### config.mk
export PLATFORM = sky130hd
export DESIGN_NAME = lpmcg_top
export DESIGN_NICKNAME = d
export VERILOG_FILES = /design/src/lpmcg_pkg.sv /design/src/lpmcg_clkdiv.sv /design/src/lpmcg_top.sv
export SDC_FILE = /design/constraint.sdc
export NUM_CORES = 1
export LEC_CHECK = 0
export BUFFER_PORTS_ARGS = -buffer_cell sky130_fd_sc_hd__clkbuf_2
export CAP_MARGIN = 20
export CORE_UTILIZATION = 40
export CTS_BUF_LIST = sky130_fd_sc_hd__clkbuf_8
export DETAILED_ROUTE_END_ITERATION = 7
export GPL_ROUTABILITY_DRIVEN = 0
export GPL_TIMING_DRIVEN = 1
export PLACE_DENSITY_LB_ADDON = 0.12
export SLEW_MARGIN = 20
export SYNTH_ARGS = -nofsm -noshare
export SYNTH_HDL_FRONTEND = slang
export SYNTH_SLANG_ARGS = --single-unit
### constraint.sdc
create_clock -name mclk_i -period 2.83 [get_ports mclk_i]
set_clock_uncertainty 0.2 [all_clocks]
set_input_delay 0.1415 -clock mclk_i [delete_from_list [all_inputs] [get_ports mclk_i]]
set_output_delay 0.1415 -clock mclk_i [all_outputs]
set_load 0.01 [all_outputs]
### src/lpmcg_pkg.sv
// lpmcg_pkg.sv - shared constants and types of the low power mode and clock gating block
`default_nettype none

package lpmcg_pkg;

	// ----------------------------------------------------------------
	// register map (byte addresses, one aligned word each)
	// ----------------------------------------------------------------
	localparam logic [7:0] REG_CTRL    = 8'h00;
	localparam logic [7:0] REG_PCLK_EN = 8'h04;
	localparam logic [7:0] REG_SRC_EN  = 8'h08;
	localparam logic [7:0] REG_SYSCLK  = 8'h0C;
	localparam logic [7:0] REG_PDIV0   = 8'h10;
	localparam logic [7:0] REG_WAKE_EN = 8'h20;
	localparam logic [7:0] REG_STATUS  = 8'h24;

	// ----------------------------------------------------------------
	// field positions
	// ----------------------------------------------------------------
	localparam int CTRL_KEEP_WDT_OSC = 0;
	localparam int CTRL_KEEP_BOD     = 1;
	localparam int CTRL_WDT_SEL_IRC  = 2;
	localparam int SYS_SRC_LSB       = 0;
	localparam int SYS_PLL_LSB       = 8;
	localparam int SYS_DIV_LSB       = 16;
	localparam int STAT_CAUSE_LSB    = 8;
	localparam int SRC_IRC_IDX       = 0;
	localparam int SRC_WDT_OSC_IDX   = 1;

	// ----------------------------------------------------------------
	// values after reset
	// ----------------------------------------------------------------
	localparam logic [31:0] CTRL_RST    = 32'h0000_0000;
	localparam logic [31:0] PCLK_EN_RST = 32'hFFFF_FFFF;
	localparam logic [31:0] SRC_EN_RST  = 32'h0000_0001;
	localparam logic [31:0] SYSCLK_RST  = 32'h0001_0000;
	localparam logic [31:0] PDIV_RST    = 32'h0000_0001;
	localparam logic [31:0] WAKE_EN_RST = 32'h0000_0000;

	// ----------------------------------------------------------------
	// timing: settle time of restored clock sources before core release
	// ----------------------------------------------------------------
	localparam int CLK_PERIOD_PS   = 5000;
	localparam int WAKE_SETTLE_NS  = 1000;
	localparam int WAKE_SETTLE_CYC = (WAKE_SETTLE_NS * 1000 + CLK_PERIOD_PS - 1) / CLK_PERIOD_PS;

	// ----------------------------------------------------------------
	// power state machine
	// ----------------------------------------------------------------
	typedef enum logic [3:0] {
		ST_ACTIVE = 4'h1,
		ST_SLEEP  = 4'h2,
		ST_DEEP   = 4'h4,
		ST_WAKE   = 4'h8
	} lpmcg_state_t;

endpackage : lpmcg_pkg

`default_nettype wire

### src/lpmcg_clkdiv.sv
// lpmcg_clkdiv.sv - programmable clock divider producing one-cycle enable pulses
`timescale 1ns/10ps
`default_nettype none

module lpmcg_clkdiv #(
	parameter int W = 8
) (
	// clock and reset
	input  wire logic         mclk_i,
	input  wire logic         sys_rst_i,
	// control
	input  wire logic         run_i,
	input  wire logic [W-1:0] div_i,
	// divided enable
	output logic              tick_o
);

	logic [W-1:0] cnt_r;
	logic [W-1:0] cnt_nxt;
	logic         tick_r;
	logic         tick_nxt;

	// divide by div_i; zero stops the clock altogether
	always_comb
	begin
		cnt_nxt  = '0;
		tick_nxt = 1'b0;
		if (run_i && (div_i != '0))
		begin
			if (cnt_r >= W'(div_i - 1'b1))
				tick_nxt = 1'b1;
			else
				cnt_nxt = W'(cnt_r + 1'b1);
		end
	end

	// registers only
	always_ff @(posedge mclk_i)
	begin
		if (sys_rst_i)
		begin
			cnt_r  <= '0;
			tick_r <= 1'b0;
		end
		else
		begin
			cnt_r  <= cnt_nxt;
			tick_r <= tick_nxt;
		end
	end

	assign tick_o = tick_r;

endmodule // lpmcg_clkdiv

`default_nettype wire

### src/lpmcg_top.sv
// lpmcg_top.sv - power mode sequencer and clock gating controller with Avalon-MM registers
//
// Function
// - sleep entry stops the core clock only
// - sleep exit just re-enables core clock
// - sleeping core waits for reset or interrupt
// - peripheral clocks keep running during sleep
// - deep sleep: all clocks off except RC
// - deep sleep: RC output gated unless it feeds watchdog
// - deep sleep: analog shutdown, flash standby
// - option keeps watchdog oscillator and brownout running
// - deep wake: reset, GPIO, watchdog, USB
// - register gates each peripheral clock individually
// - selected peripherals get programmable clock dividers
// - system clock source, PLL, divider adjustable
//
// Local design decisions: the Avalon-MM slave port and the address map.
`timescale 1ns/10ps
`default_nettype none

module lpmcg_top #(
	parameter int NPERIPH = 8,
	parameter int NSRC    = 4,
	parameter int NDIV    = 2,
	parameter int NGPIO   = 4,
	parameter int DIV_W   = 8
) (
	// clock and reset
	input  wire logic               mclk_i,
	input  wire logic               sys_rst_i,
	// Avalon-MM slave
	input  wire logic [7:0]         avs_address_i,
	input  wire logic               avs_read_i,
	input  wire logic               avs_write_i,
	input  wire logic [31:0]        avs_writedata_i,
	input  wire logic [3:0]         avs_byteenable_i,
	output logic      [31:0]        avs_readdata_o,
	output logic                    avs_waitrequest_o,
	// processor core
	input  wire logic               sleep_req_i,
	input  wire logic               sleep_deep_i,
	input  wire logic               irq_pending_i,
	output logic                    core_clk_en_o,
	// wake sources
	input  wire logic [NGPIO-1:0]   gpio_wake_i,
	input  wire logic               wdt_irq_i,
	input  wire logic               usb_act_i,
	// clock gating
	output logic [NPERIPH-1:0]      pclk_en_o,
	output logic [NDIV-1:0]         pdiv_tick_o,
	output logic [NSRC-1:0]         clksrc_en_o,
	output logic                    internal_rc_oscillator_out_en_o,
	output logic [1:0]              sys_src_sel_o,
	output logic [7:0]              pll_cfg_o,
	// analog and memory power
	output logic                    analog_shdn_o,
	output logic                    flash_stby_o,
	output logic                    brownout_detector_en_o
);

	localparam int NCAUSE = NGPIO + 2;
	localparam int WBITS  = 8;

	// ----------------------------------------------------------------
	// helpers
	// ----------------------------------------------------------------

	// merge a write into a register under byte enables
	function automatic logic [31:0] be_merge(input logic [31:0] old_v,
	                                         input logic [31:0] new_v,
	                                         input logic [3:0]  be);
		logic [31:0] res;
		res = old_v;
		for (int b = 0; b < 4; b++)
			if (be[b])
				res[b*8 +: 8] = new_v[b*8 +: 8];
		return res;
	endfunction

	// word index of a byte address
	function automatic logic [5:0] widx(input logic [7:0] a);
		return a[7:2];
	endfunction

	// ----------------------------------------------------------------
	// register state
	// ----------------------------------------------------------------
	logic [2:0]             ctrl_r,    ctrl_nxt;
	logic [NPERIPH-1:0]     pclk_r,    pclk_nxt;
	logic [NSRC-1:0]        src_r,     src_nxt;
	logic [1:0]             ssel_r,    ssel_nxt;
	logic [7:0]             pll_r,     pll_nxt;
	logic [DIV_W-1:0]       cdiv_r,    cdiv_nxt;
	logic [DIV_W-1:0]       pdiv_r     [NDIV];
	logic [DIV_W-1:0]       pdiv_nxt   [NDIV];
	logic [NCAUSE-1:0]      wken_r,    wken_nxt;
	logic [NCAUSE-1:0]      cause_r,   cause_nxt;
	logic [31:0]            rdata_r,   rdata_nxt;
	logic                   ack_r,     ack_nxt;

	logic                   req;
	logic                   wr_go;
	logic [31:0]            wmerge;
	logic [NCAUSE-1:0]      wake_vec;
	logic                   wake_evt;

	lpmcg_pkg::lpmcg_state_t st_r, st_nxt;
	logic [WBITS-1:0]       wcnt_r,    wcnt_nxt;

	// ----------------------------------------------------------------
	// bus slave: every access answers one cycle after it is raised
	// ----------------------------------------------------------------
	assign req               = avs_read_i | avs_write_i;
	assign avs_waitrequest_o = req & ~ack_r;
	assign wr_go             = avs_write_i & ack_r;
	assign avs_readdata_o    = rdata_r;

	// wake event vector: gpio pins, watchdog, usb
	assign wake_vec = {usb_act_i, wdt_irq_i, gpio_wake_i};
	assign wake_evt = |(wake_vec & wken_r);

	// register write decode and read mux
	always_comb
	begin
		ctrl_nxt  = ctrl_r;
		pclk_nxt  = pclk_r;
		src_nxt   = src_r;
		ssel_nxt  = ssel_r;
		pll_nxt   = pll_r;
		cdiv_nxt  = cdiv_r;
		pdiv_nxt  = pdiv_r;
		wken_nxt  = wken_r;
		cause_nxt = cause_r;
		rdata_nxt = rdata_r;
		ack_nxt   = req & ~ack_r;
		wmerge    = 32'h0000_0000;
		if (wr_go)
		begin
			case (widx(avs_address_i))
				widx(lpmcg_pkg::REG_CTRL):
				begin
					wmerge   = be_merge({29'h0, ctrl_r}, avs_writedata_i, avs_byteenable_i);
					ctrl_nxt = wmerge[2:0];
				end
				widx(lpmcg_pkg::REG_PCLK_EN):
				begin
					wmerge   = be_merge(32'(pclk_r), avs_writedata_i, avs_byteenable_i);
					pclk_nxt = wmerge[NPERIPH-1:0];
				end
				widx(lpmcg_pkg::REG_SRC_EN):
				begin
					wmerge  = be_merge(32'(src_r), avs_writedata_i, avs_byteenable_i);
					src_nxt = wmerge[NSRC-1:0];
				end
				widx(lpmcg_pkg::REG_SYSCLK):
				begin
					wmerge   = be_merge({8'h0, 8'(cdiv_r), pll_r, 6'h0, ssel_r},
					                    avs_writedata_i, avs_byteenable_i);
					ssel_nxt = wmerge[lpmcg_pkg::SYS_SRC_LSB +: 2];
					pll_nxt  = wmerge[lpmcg_pkg::SYS_PLL_LSB +: 8];
					cdiv_nxt = wmerge[lpmcg_pkg::SYS_DIV_LSB +: DIV_W];
				end
				widx(lpmcg_pkg::REG_WAKE_EN):
				begin
					wmerge   = be_merge(32'(wken_r), avs_writedata_i, avs_byteenable_i);
					wken_nxt = wmerge[NCAUSE-1:0];
				end
				widx(lpmcg_pkg::REG_STATUS):
				begin
					// write one to clear a cause bit
					if (avs_byteenable_i[1])
						cause_nxt = cause_r & ~avs_writedata_i[lpmcg_pkg::STAT_CAUSE_LSB +: NCAUSE];
				end
				default:
				begin
					for (int i = 0; i < NDIV; i++)
						if (widx(avs_address_i) == widx(8'(lpmcg_pkg::REG_PDIV0 + 4 * i)))
						begin
							wmerge      = be_merge(32'(pdiv_r[i]), avs_writedata_i,
							                       avs_byteenable_i);
							pdiv_nxt[i] = wmerge[DIV_W-1:0];
						end
				end
			endcase
		end
		// a cause seen in deep sleep wins over a clear in the same cycle
		if (st_r == lpmcg_pkg::ST_DEEP)
			cause_nxt = cause_nxt | (wake_vec & wken_r);
		// read data captured in the cycle before the answer
		if (avs_read_i && !ack_r)
		begin
			rdata_nxt = 32'h0000_0000;
			case (widx(avs_address_i))
				widx(lpmcg_pkg::REG_CTRL):    rdata_nxt = {29'h0, ctrl_r};
				widx(lpmcg_pkg::REG_PCLK_EN): rdata_nxt = 32'(pclk_r);
				widx(lpmcg_pkg::REG_SRC_EN):  rdata_nxt = 32'(src_r);
				widx(lpmcg_pkg::REG_SYSCLK):  rdata_nxt = {8'h0, 8'(cdiv_r), pll_r, 6'h0, ssel_r};
				widx(lpmcg_pkg::REG_WAKE_EN): rdata_nxt = 32'(wken_r);
				widx(lpmcg_pkg::REG_STATUS):
					rdata_nxt = {16'h0, 8'(cause_r), 4'h0, st_r};
				default:
				begin
					for (int i = 0; i < NDIV; i++)
						if (widx(avs_address_i) == widx(8'(lpmcg_pkg::REG_PDIV0 + 4 * i)))
							rdata_nxt = 32'(pdiv_r[i]);
				end
			endcase
		end
	end

	// register file flops
	always_ff @(posedge mclk_i)
	begin
		if (sys_rst_i)
		begin
			ctrl_r  <= lpmcg_pkg::CTRL_RST[2:0];
			pclk_r  <= lpmcg_pkg::PCLK_EN_RST[NPERIPH-1:0];
			src_r   <= lpmcg_pkg::SRC_EN_RST[NSRC-1:0];
			ssel_r  <= lpmcg_pkg::SYSCLK_RST[lpmcg_pkg::SYS_SRC_LSB +: 2];
			pll_r   <= lpmcg_pkg::SYSCLK_RST[lpmcg_pkg::SYS_PLL_LSB +: 8];
			cdiv_r  <= lpmcg_pkg::SYSCLK_RST[lpmcg_pkg::SYS_DIV_LSB +: DIV_W];
			for (int i = 0; i < NDIV; i++)
				pdiv_r[i] <= lpmcg_pkg::PDIV_RST[DIV_W-1:0];
			wken_r  <= lpmcg_pkg::WAKE_EN_RST[NCAUSE-1:0];
			cause_r <= '0;
			rdata_r <= 32'h0000_0000;
			ack_r   <= 1'b0;
		end
		else
		begin
			ctrl_r  <= ctrl_nxt;
			pclk_r  <= pclk_nxt;
			src_r   <= src_nxt;
			ssel_r  <= ssel_nxt;
			pll_r   <= pll_nxt;
			cdiv_r  <= cdiv_nxt;
			pdiv_r  <= pdiv_nxt;
			wken_r  <= wken_nxt;
			cause_r <= cause_nxt;
			rdata_r <= rdata_nxt;
			ack_r   <= ack_nxt;
		end
	end

	// ----------------------------------------------------------------
	// power state machine
	// ----------------------------------------------------------------

	// sleep exits on any interrupt; deep sleep only on enabled wake sources
	always_comb
	begin
		st_nxt   = st_r;
		wcnt_nxt = wcnt_r;
		case (st_r)
			lpmcg_pkg::ST_ACTIVE:
			begin
				if (sleep_req_i)
					st_nxt = sleep_deep_i ? lpmcg_pkg::ST_DEEP : lpmcg_pkg::ST_SLEEP;
			end
			lpmcg_pkg::ST_SLEEP:
			begin
				if (irq_pending_i)
					st_nxt = lpmcg_pkg::ST_ACTIVE;
			end
			lpmcg_pkg::ST_DEEP:
			begin
				if (wake_evt)
				begin
					st_nxt   = lpmcg_pkg::ST_WAKE;
					wcnt_nxt = WBITS'(lpmcg_pkg::WAKE_SETTLE_CYC - 1);
				end
			end
			lpmcg_pkg::ST_WAKE:
			begin
				// sources must settle before the core may run again
				if (wcnt_r == '0)
					st_nxt = lpmcg_pkg::ST_ACTIVE;
				else
					wcnt_nxt = WBITS'(wcnt_r - 1'b1);
			end
			default:
				st_nxt = lpmcg_pkg::ST_ACTIVE;
		endcase
	end

	// state flops
	always_ff @(posedge mclk_i)
	begin
		if (sys_rst_i)
		begin
			st_r   <= lpmcg_pkg::ST_ACTIVE;
			wcnt_r <= '0;
		end
		else
		begin
			st_r   <= st_nxt;
			wcnt_r <= wcnt_nxt;
		end
	end

	// ----------------------------------------------------------------
	// gating outputs, registered from the next state
	// ----------------------------------------------------------------
	logic                core_run_r,  core_run_nxt;
	logic [NPERIPH-1:0]  pclk_o_r,    pclk_o_nxt;
	logic [NSRC-1:0]     src_o_r,     src_o_nxt;
	logic                irc_r,       irc_nxt;
	logic                shdn_r,      shdn_nxt;
	logic                bod_r,       bod_nxt;
	logic                deep_nxt;
	logic [NSRC-1:0]     keep_mask;

	// in deep sleep only the RC oscillator, plus the watchdog oscillator if kept
	always_comb
	begin
		keep_mask                             = '0;
		keep_mask[lpmcg_pkg::SRC_IRC_IDX]     = 1'b1;
		keep_mask[lpmcg_pkg::SRC_WDT_OSC_IDX] = ctrl_r[lpmcg_pkg::CTRL_KEEP_WDT_OSC];
		deep_nxt     = (st_nxt == lpmcg_pkg::ST_DEEP);
		core_run_nxt = (st_nxt == lpmcg_pkg::ST_ACTIVE);
		pclk_o_nxt   = deep_nxt ? '0 : pclk_r;
		src_o_nxt    = deep_nxt ? (src_r & keep_mask) : src_r;
		irc_nxt      = deep_nxt ? ctrl_r[lpmcg_pkg::CTRL_WDT_SEL_IRC] : 1'b1;
		shdn_nxt     = deep_nxt;
		bod_nxt      = ~deep_nxt | ctrl_r[lpmcg_pkg::CTRL_KEEP_BOD];
	end

	// output flops
	always_ff @(posedge mclk_i)
	begin
		if (sys_rst_i)
		begin
			core_run_r <= 1'b1;
			pclk_o_r   <= lpmcg_pkg::PCLK_EN_RST[NPERIPH-1:0];
			src_o_r    <= lpmcg_pkg::SRC_EN_RST[NSRC-1:0];
			irc_r      <= 1'b1;
			shdn_r     <= 1'b0;
			bod_r      <= 1'b1;
		end
		else
		begin
			core_run_r <= core_run_nxt;
			pclk_o_r   <= pclk_o_nxt;
			src_o_r    <= src_o_nxt;
			irc_r      <= irc_nxt;
			shdn_r     <= shdn_nxt;
			bod_r      <= bod_nxt;
		end
	end

	assign pclk_en_o                       = pclk_o_r;
	assign clksrc_en_o                     = src_o_r;
	assign internal_rc_oscillator_out_en_o = irc_r;
	assign analog_shdn_o                   = shdn_r;
	assign flash_stby_o                    = shdn_r;
	assign brownout_detector_en_o          = bod_r;
	assign sys_src_sel_o                   = ssel_r;
	assign pll_cfg_o                       = pll_r;

	// ----------------------------------------------------------------
	// dividers: core clock and selected peripheral clocks
	// ----------------------------------------------------------------

	// core clock divider stops while the core is gated
	lpmcg_clkdiv #(.W(DIV_W)) u_core_div (
		.mclk_i    (mclk_i),
		.sys_rst_i (sys_rst_i),
		.run_i     (core_run_r),
		.div_i     (cdiv_r),
		.tick_o    (core_clk_en_o)
	);

	// peripheral dividers idle in deep sleep
	for (genvar g = 0; g < NDIV; g++)
	begin : g_pdiv
		lpmcg_clkdiv #(.W(DIV_W)) u_pdiv (
			.mclk_i    (mclk_i),
			.sys_rst_i (sys_rst_i),
			.run_i     (~shdn_r),
			.div_i     (pdiv_r[g]),
			.tick_o    (pdiv_tick_o[g])
		);
	end

	// ----------------------------------------------------------------
	// assertions
	// ----------------------------------------------------------------
	localparam int WAKE_MAX = 300;

	a_sleep_gates_core:
	assert property (@(posedge mclk_i) disable iff (sys_rst_i)
		(st_r == lpmcg_pkg::ST_ACTIVE && sleep_req_i && !sleep_deep_i)
		|=> (st_r == lpmcg_pkg::ST_SLEEP) && !core_run_r ##1 !core_clk_en_o)
	else $error("core clock not stopped on sleep entry");

	a_sleep_irq_exit:
	assert property (@(posedge mclk_i) disable iff (sys_rst_i)
		(st_r == lpmcg_pkg::ST_SLEEP && irq_pending_i)
		|=> (st_r == lpmcg_pkg::ST_ACTIVE) && core_run_r)
	else $error("interrupt did not resume core from sleep");

	a_sleep_holds_core:
	assert property (@(posedge mclk_i) disable iff (sys_rst_i)
		(st_r == lpmcg_pkg::ST_SLEEP && !irq_pending_i) |=> !core_run_r)
	else $error("core clock resumed without interrupt");

	a_sleep_pclk_on:
	assert property (@(posedge mclk_i) disable iff (sys_rst_i)
		(st_r == lpmcg_pkg::ST_SLEEP && $past(st_r) == lpmcg_pkg::ST_SLEEP)
		|-> pclk_en_o == $past(pclk_r))
	else $error("peripheral clocks changed in sleep");

	a_deep_clocks_off:
	assert property (@(posedge mclk_i) disable iff (sys_rst_i)
		(st_r == lpmcg_pkg::ST_DEEP)
		|-> pclk_en_o == '0 && !core_run_r && (clksrc_en_o & ~$past(keep_mask)) == '0)
	else $error("clock still running in deep sleep");

	a_deep_irc_gate:
	assert property (@(posedge mclk_i) disable iff (sys_rst_i)
		(st_r == lpmcg_pkg::ST_DEEP)
		|-> internal_rc_oscillator_out_en_o == $past(ctrl_r[lpmcg_pkg::CTRL_WDT_SEL_IRC]))
	else $error("rc oscillator output not gated in deep sleep");

	a_deep_analog_off:
	assert property (@(posedge mclk_i) disable iff (sys_rst_i)
		$rose(st_r == lpmcg_pkg::ST_DEEP) |-> analog_shdn_o && flash_stby_o)
	else $error("analog or flash not powered down in deep sleep");

	a_deep_keep_opt:
	assert property (@(posedge mclk_i) disable iff (sys_rst_i)
		(st_r == lpmcg_pkg::ST_DEEP)
		|-> brownout_detector_en_o == $past(ctrl_r[lpmcg_pkg::CTRL_KEEP_BOD]))
	else $error("brownout enable does not follow keep option");

	a_deep_wake_src:
	assert property (@(posedge mclk_i) disable iff (sys_rst_i)
		(st_r == lpmcg_pkg::ST_DEEP && wake_evt) |=> (st_r == lpmcg_pkg::ST_WAKE)
		##[1:WAKE_MAX] (st_r == lpmcg_pkg::ST_ACTIVE))
	else $error("deep sleep wake sequence did not complete");

	a_wake_restore:
	assert property (@(posedge mclk_i) disable iff (sys_rst_i)
		(st_r == lpmcg_pkg::ST_WAKE)
		|-> !core_run_r && clksrc_en_o == $past(src_r) && pclk_en_o == $past(pclk_r))
	else $error("clocks not restored before core release");

endmodule // lpmcg_top

`default_nettype wire

Word level (Yosys, flattened, before mapping). Cells that the tools add are included. Widths: inputs -> output; s select.

Add/sub/neg operators: 7. Magnitude comparators: 3. Equal/unequal tests: 15. Mux-type cells: 21. Bitwise operators: 16. Reduce and logical (&&, ||, !) cells: 30.

Operator list (number): $pmux 32 s6 (1); $mux 32 (1); $mux 8 (4); $sub 8x1->8 const B (4); $add 8x1->8 const B (3); $ge 8x8->1 (3); $mux 6 (4); $reduce_and 3->1 (8); $reduce_bool 8->1 (3); $mux 4 (5); $pmux 4 s4 (1); $pmux 8 s2 (1); $and 6x6->6 (2); $eq 6x2->1 const B (2); $eq 6x3->1 const B (2); $eq 6x4->1 const B (2); $reduce_or 6->1 (2); $reduce_or 3->1 (3); $eq 4x1->1 const B (2); $eq 4x3->1 const B (2); $logic_not 8->1 (1); $reduce_and 4->1 (2); $reduce_or 2->1 (4); $not 1->1 (7); other kinds (15) (23).

Register bits after elaboration: 149. Input port bits: 57. Output and inout bits: 62. Logic and storage cells: 118.

Longest topological paths before layout.
Depth in word-level cells: 7. Gate-level depth with buffers: 11. Gate-level depth less buffers: 11.

Modules after synthesis. A second synthesis with hierarchy kept.

Cells, all modules: 734. Area, all modules: 6927.9 µm².

Modules (own cells, without submodules): lpmcg_top (instances 1, cells an instance 513, area each 4824.6 µm², seq. area each 2282.2 µm²); lpmcg_clkdiv at g_pdiv[0].u_pdiv ... (instances 2, cells an instance 74, area each 704.4 µm², seq. area each 180.2 µm²); lpmcg_clkdiv at u_core_div (instances 1, cells an instance 73, area each 694.4 µm², seq. area each 180.2 µm²).

Worst setup path before layout. OpenSTA, ideal clock, no wires.

Kind: flip-flop to flip-flop. From: reg cdiv_r[0]. To: reg u_core_div.cnt_r[2]. Library setup time: 0.064 ns. Data arrival time: 2.026 ns. Data required time: 2.566 ns. Slack: 0.539 ns. Cell stages (with the launch flop): 12. Buffers on the path: 0. Clock period less this slack: 2.291 ns. Cell sequence: dfxtp_1 -> inv_1 -> ha_1 -> nand2b_1 -> nor4_1 -> xnor2_1 -> ha_1 -> a21o_1 -> a21oi_1 -> nand4b_1 -> a21o_1 -> nor2_1.

Longest elaborated chain between the ends: 4. Elaborated cells on any way between the ends: 6. Those cells by class: add/sub (1); order compare (1); bitwise (1); reduce/logical (3).

RTL lines: from (decl) (RTL line lpmcg_top.sv:93) `logic [DIV_W-1:0] cdiv_r, cdiv_nxt;`; from (signal assigned) (RTL line lpmcg_top.sv:221) `cdiv_r <= lpmcg_pkg::SYSCLK_RST[lpmcg_pkg::SYS_DIV_LSB +: DIV_W];`; from (signal assigned) (RTL line lpmcg_top.sv:236) `cdiv_r <= cdiv_nxt;`; branches (longest 3 deep; another with $sub 8x1->8); $reduce_or 3->1 (no source line) *; to (signal assigned) (RTL line lpmcg_clkdiv.sv:47) `cnt_r <= cnt_nxt;`; to (decl) (RTL line lpmcg_clkdiv.sv:18) `logic [W-1:0] cnt_r;`.

Mark *: on every way between the ends. A chain may end at the register's enable or synchronous reset.

Worst setup path in the final report.
From: reg pdiv_r[10] in the netlist's numbering. To: reg g_pdiv[0].u_pdiv.cnt_r[3].

Longest elaborated chain between the ends: 4. Elaborated cells on any way between the ends: 6. Those cells by class: add/sub (1); order compare (1); bitwise (1); reduce/logical (3).

RTL lines: from (decl) (RTL line lpmcg_top.sv:94) `logic [DIV_W-1:0] pdiv_r [NDIV];`; from (signal, indexed assignment) (RTL line lpmcg_top.sv:223) `pdiv_r[i] <= lpmcg_pkg::PDIV_RST[DIV_W-1:0];`; from (signal assigned) (RTL line lpmcg_top.sv:237) `pdiv_r <= pdiv_nxt;`; branches (longest 3 deep; another with $sub 8x1->8); $reduce_or 3->1 (no source line) *; to (signal assigned) (RTL line lpmcg_clkdiv.sv:47); to (decl) (RTL line lpmcg_clkdiv.sv:18).

Marks and branches as above.

==> results.rst <==
.. list-table::
   :header-rows: 1

   * - Metric
     - Value
   * - Run status
     - finished clean
   * - Main flop type after synthesis
     - dfxtp_1
   * - Fraction of synthesized area in multiplexers
     - about 4.4%
   * - Count of routing violations after the opening detailed-route iteration
     - around 370
   * - Crit path arrival time
     - between 2000 and 3000 ps
   * - Power share of the combinational group
     - under 10%
   * - EDFF count, synth
     - 0
   * - Count of antenna-violating nets left after detailed routing
     - 0
   * - Yosys warns
     - 0
   * - Relative contribution of sequential cells to total power
     - just over 50%
   * - Sequential-to-total area share from yosys stat
     - a little over two fifths
   * - Leakage power of the design
     - ~3.2 nW
   * - Count of buffer and inverter cells on the critical path
     - 0
   * - Peak supply drop
     - 320.7 uV
   * - Netlist area before placement
     - about 6700 sq um
   * - Net count of the finished layout
     - around 970
   * - Cell Int Power
     - roughly 0.003 W
   * - Crit. path cell count
     - 10
   * - Final worst-path cycle share
     - about nine tenths
   * - Number of input and output port buffers inserted
     - about 100
   * - Post-Synth Adder-Cell Area
     - between 6 and 7%
   * - Number of clock sinks seen by CTS
     - 141
   * - Clock tree root buffer cell
     - clkbuf_8
   * - Number of global-route vias before repair
     - 5622
   * - Fmax
     - 393.3 MHz
   * - Async set-or-reset flop fraction in the synthesized netlist
     - 0%
   * - Category of the worst setup path launch point
     - register
   * - Part of the total power dissipated in the clock network
     - 40.7%
   * - Largest fanout of any net on the critical path
     - 7
   * - Ports
     - between 100 and 150
   * - Xor/xnor share of the synthesized area
     - a little over 5%
   * - Top library cells by usage in the layout, fill and taps aside
     - dfxtp_1 (141), clkbuf_2 (98), nand2_1 (77)
   * - Pin count of the biggest net entering global routing
     - 44
   * - Hold Violations, Final
     - 0
   * - Global-route wire length before repair
     - roughly 28000 um
   * - Initial standard-cell utilization of the core
     - between 40 and 50%
   * - Kind of critical path
     - reg2reg
   * - Gr ovfl total
     - 0
   * - Antenna diodes
     - 0
   * - Number of register bits inferred by synthesis
     - around 140
   * - Antenna violations before repair
     - 0
   * - Transition time of the tightest slew-check pin
     - 562.3 ps
   * - Crit path to
     - g_pdiv[0].u_pdiv.cnt_r[3]
   * - Cell type group with the largest total delay on the critical path
     - simple AND/OR/NAND/NOR gates
   * - Clock slew at the register clock pins of the worst setup and hold paths
     - approximately 70 ps
   * - Number of buffers between clock root and the deepest sink
     - 2
   * - Area added between synthesis and finish
     - 20.66%
   * - Clock tree from TritonCTS
     - built
   * - Synth Instances
     - about 750
   * - Switching power as a share of total power
     - 23.57%
   * - Worst Setup SP
     - pdiv_r[10]
   * - Simple-gate portion of the synthesized area
     - 22.91%
   * - Net load switching power
     - roughly 0.00094 W
   * - Vertical extent of the die
     - approximately 130 um
   * - 1st-pass router iterations
     - 5
   * - Cell count of the worst reg-to-reg path
     - 10
   * - Buffer count from post-CTS setup fixing
     - 0
   * - Width of the die
     - roughly 130 um
   * - Post-layout minimum cycle time
     - around 2500 ps
   * - Final routed wirelength across all metal layers
     - 17390 um
   * - Average via count per standard cell
     - 5.280
   * - Clock latency on the worst-skew pair
     - ~440 ps
   * - Total track usage
     - between 20% and 30%
   * - Setup repair after global routing missed its margin
     - false
   * - Nature of the critical path endpoint
     - register
   * - Cells traversed along the worst timing path
     - nor4_1 -> nor2b_1 -> nand2_1 -> xnor2_1 -> ha_1 -> nand2_1 -> nor4_1 -> a21oi_1 -> nand2_1 -> nor2_1
   * - # setup viols final
     - 0
   * - Share of layout cells above drive strength 1
     - 17.97%
   * - DRC errors left
     - 0
   * - Post-placement cell area
     - 7282 sq um
   * - Maximum single-stage delay on the critical path
     - 370 ps
   * - Synthesized-area fraction occupied by ao, oa, aoi and oai cells
     - between 10% and 20%
   * - Synthesized area divided by synthesized cell count
     - ~9 sq um
   * - Highest-delay cell along the critical path
     - dfxtp_1
   * - Via total after detailed routing
     - 5813
   * - CP Data Required Time
     - about 3000 ps
   * - Max transition margin
     - between 60% and 70%
   * - Synth unique cells
     - 67
   * - Setup TNS Final
     - 0 ps
   * - H-Tree Depth
     - 4
   * - Reg2Reg Capture Point
     - g_pdiv[0].u_pdiv.cnt_r[3]
   * - Count of max-cap constraint violations
     - 0
   * - Final Cell Area
     - just over 8000 sq um
   * - Wirelength per Cell
     - 15.79 um
   * - Tightest Hold Check Type
     - in2reg
   * - Largest family of logic cells by synthesized area
     - simple AND/OR/NAND/NOR gates
   * - CP dominant cell by count
     - nand2_1
   * - Number of buffers created by CTS
     - 17
   * - Overall die area
     - 17220 sq um
   * - Std-Cell Core Area
     - 16120 sq um
   * - Flop2flop setup slack
     - between 200 and 300 ps
   * - Most common library cell in the layout ignoring fill and taps
     - dfxtp_1
   * - Power density relative to cell area
     - 493.6 nW/um^2
   * - Number of cell rows
     - 46
   * - Final critical-path setup slack
     - roughly 290 ps
   * - Max Slew Vio Count
     - 0
   * - Half-perimeter wire length of the detailed placement result
     - roughly 13000 um
   * - Startpoint of the lowest-slack register-to-register path
     - pdiv_r[10]
   * - Place WS
     - 326.2 ps
[worst min-delay path by stage]
stage / startpoint / endpoint / slack, ps / cells after the start
floorplan: avs_writedata_i[16] / cdiv_r[0] / 60 / 1
global placement: avs_writedata_i[16] / cdiv_r[0] / 170 / 2
detailed placement: avs_writedata_i[16] / cdiv_r[0] / 180 / 2
CTS: sleep_req_i / st_r[0] / 60 / 6
global route: avs_read_i / avs_readdata_o[3] / 100 / 4
finish: sleep_req_i / st_r[0] / 80 / 6
[synth_stat cells (6+ instances only)]
cell type | count | share of area, %
nand3b_1 | 11 | 1.2
clkbuf_1 | 24 | 1.3
xnor2_1 | 18 | 2.4
nor4_1 | 7 | 0.66
buf_4 | 15 | 1.7
inv_1 | 17 | 0.96
xor2_1 | 21 | 2.8
nand2b_1 | 14 | 1.3
nand3_1 | 46 | 3.4
and3_1 | 8 | 0.75
ha_1 | 34 | 6.4
a21oi_1 | 52 | 3.9
a21o_1 | 12 | 1.3
nor2_1 | 73 | 4.1
a31o_2 | 7 | 0.92
nor3_1 | 25 | 1.9
a221oi_1 | 9 | 1.2
dfxtp_1 | 141 | 42
nand2_1 | 77 | 4.3
o21ai_0 | 9 | 0.67
buf_2 | 9 | 0.67
a211o_1 | 6 | 0.79
nor2b_1 | 7 | 0.66
mux2i_1 | 28 | 4.2
[worst min-delay path, stage by stage]
cell      delay [ps]
clkbuf_2         110
nor3b_1           50
a31oi_1          140
nor3_1            60
nor2_1           120
nand2_1           60
[cells by family after synthesis]
| kind of cell | count (synthesis) |
|---|---|
| AOI/OAI and AO/OA | 135 |
| xor gates and xnor gates | 39 |
| adders and majority gates | 34 |
| buffers and inverters | 69 |
| DFF | 141 |
| muxes | 29 |
| other | 1 |
| and+or+nand+nor | 304 |
[power groups by stage]
stage / sequential (W) / clock, W / combinational [W]
after floorplan: 0.00209 / 0 / 0.000162
after global placement: 0.00209 / 0 / 0.000272
after detailed placement: 0.00209 / 0 / 0.000273
after CTS: 0.00205 / 0.00166 / 0.000313
after global routing: 0.00205 / 0.00174 / 0.000343
final: 0.00205 / 0.00162 / 0.000314
[stage by stage]
step / util [%] / std cells / hold WS [ps] / total power, W
after floorplan: - / 759 / 59.34 / 0.002251
after global routing: 50.02 / 1101 / 101.3 / 0.004133
final: 50.02 / 1101 / 83.23 / 0.003979
after global placement: 45.19 / 1033 / 174.5 / 0.002364
after CTS: 50.02 / 1101 / 59.47 / 0.004018
after detailed placement: 45.19 / 1033 / 178.7 / 0.002366
[sequential cells by signal, indices dropped and copies added (netlist names), 2 cells and up]
| register | cells |
|---|---|
| src_r | 4 |
| cdiv_r | 8 |
| pclk_r | 8 |
| pll_cfg_o | 8 |
| wcnt_r | 8 |
| sys_src_sel_o | 2 |
| pdiv_r | 16 |
| pclk_en_o | 8 |
| st_r | 4 |
| ctrl_r | 3 |
| clksrc_en_o | 4 |
| g_pdiv.u_pdiv.tick_o | 2 |
| cause_r | 6 |
| g_pdiv.u_pdiv.cnt_r | 16 |
| u_core_div.cnt_r | 8 |
| avs_readdata_o | 24 |
| wken_r | 6 |
[repair_timing]
action | in CTS | in global routing
gates resized for setup | 0 | 0
hold buffers | 39 | 0
hold endpoints to repair | 76 | 0
[routing by layer]
metal  routed length, um  up-vias  GRT usage (%)  part of all wire [%]
met1                8204     2757          26.11                    47
met4                 364        0          8.693                   2.1
li1                    -     2892              -                     -
met2                8210      134          34.04                    47
met3                 610       30          4.398                   3.5
met5                   0        -              0                     0
[final cells by class]
class                      instances  area, sq um
inverter                          17        63.81
fill                            1556         8055
sequential                       141         2823
multi-input combinational        549         3545
clock inverter                    10        126.4
timing repair buffer             149        970.9
clock buffer                      19        261.5
tap                              216        270.3
Note: power is estimated with default switching activity, not from simulation.
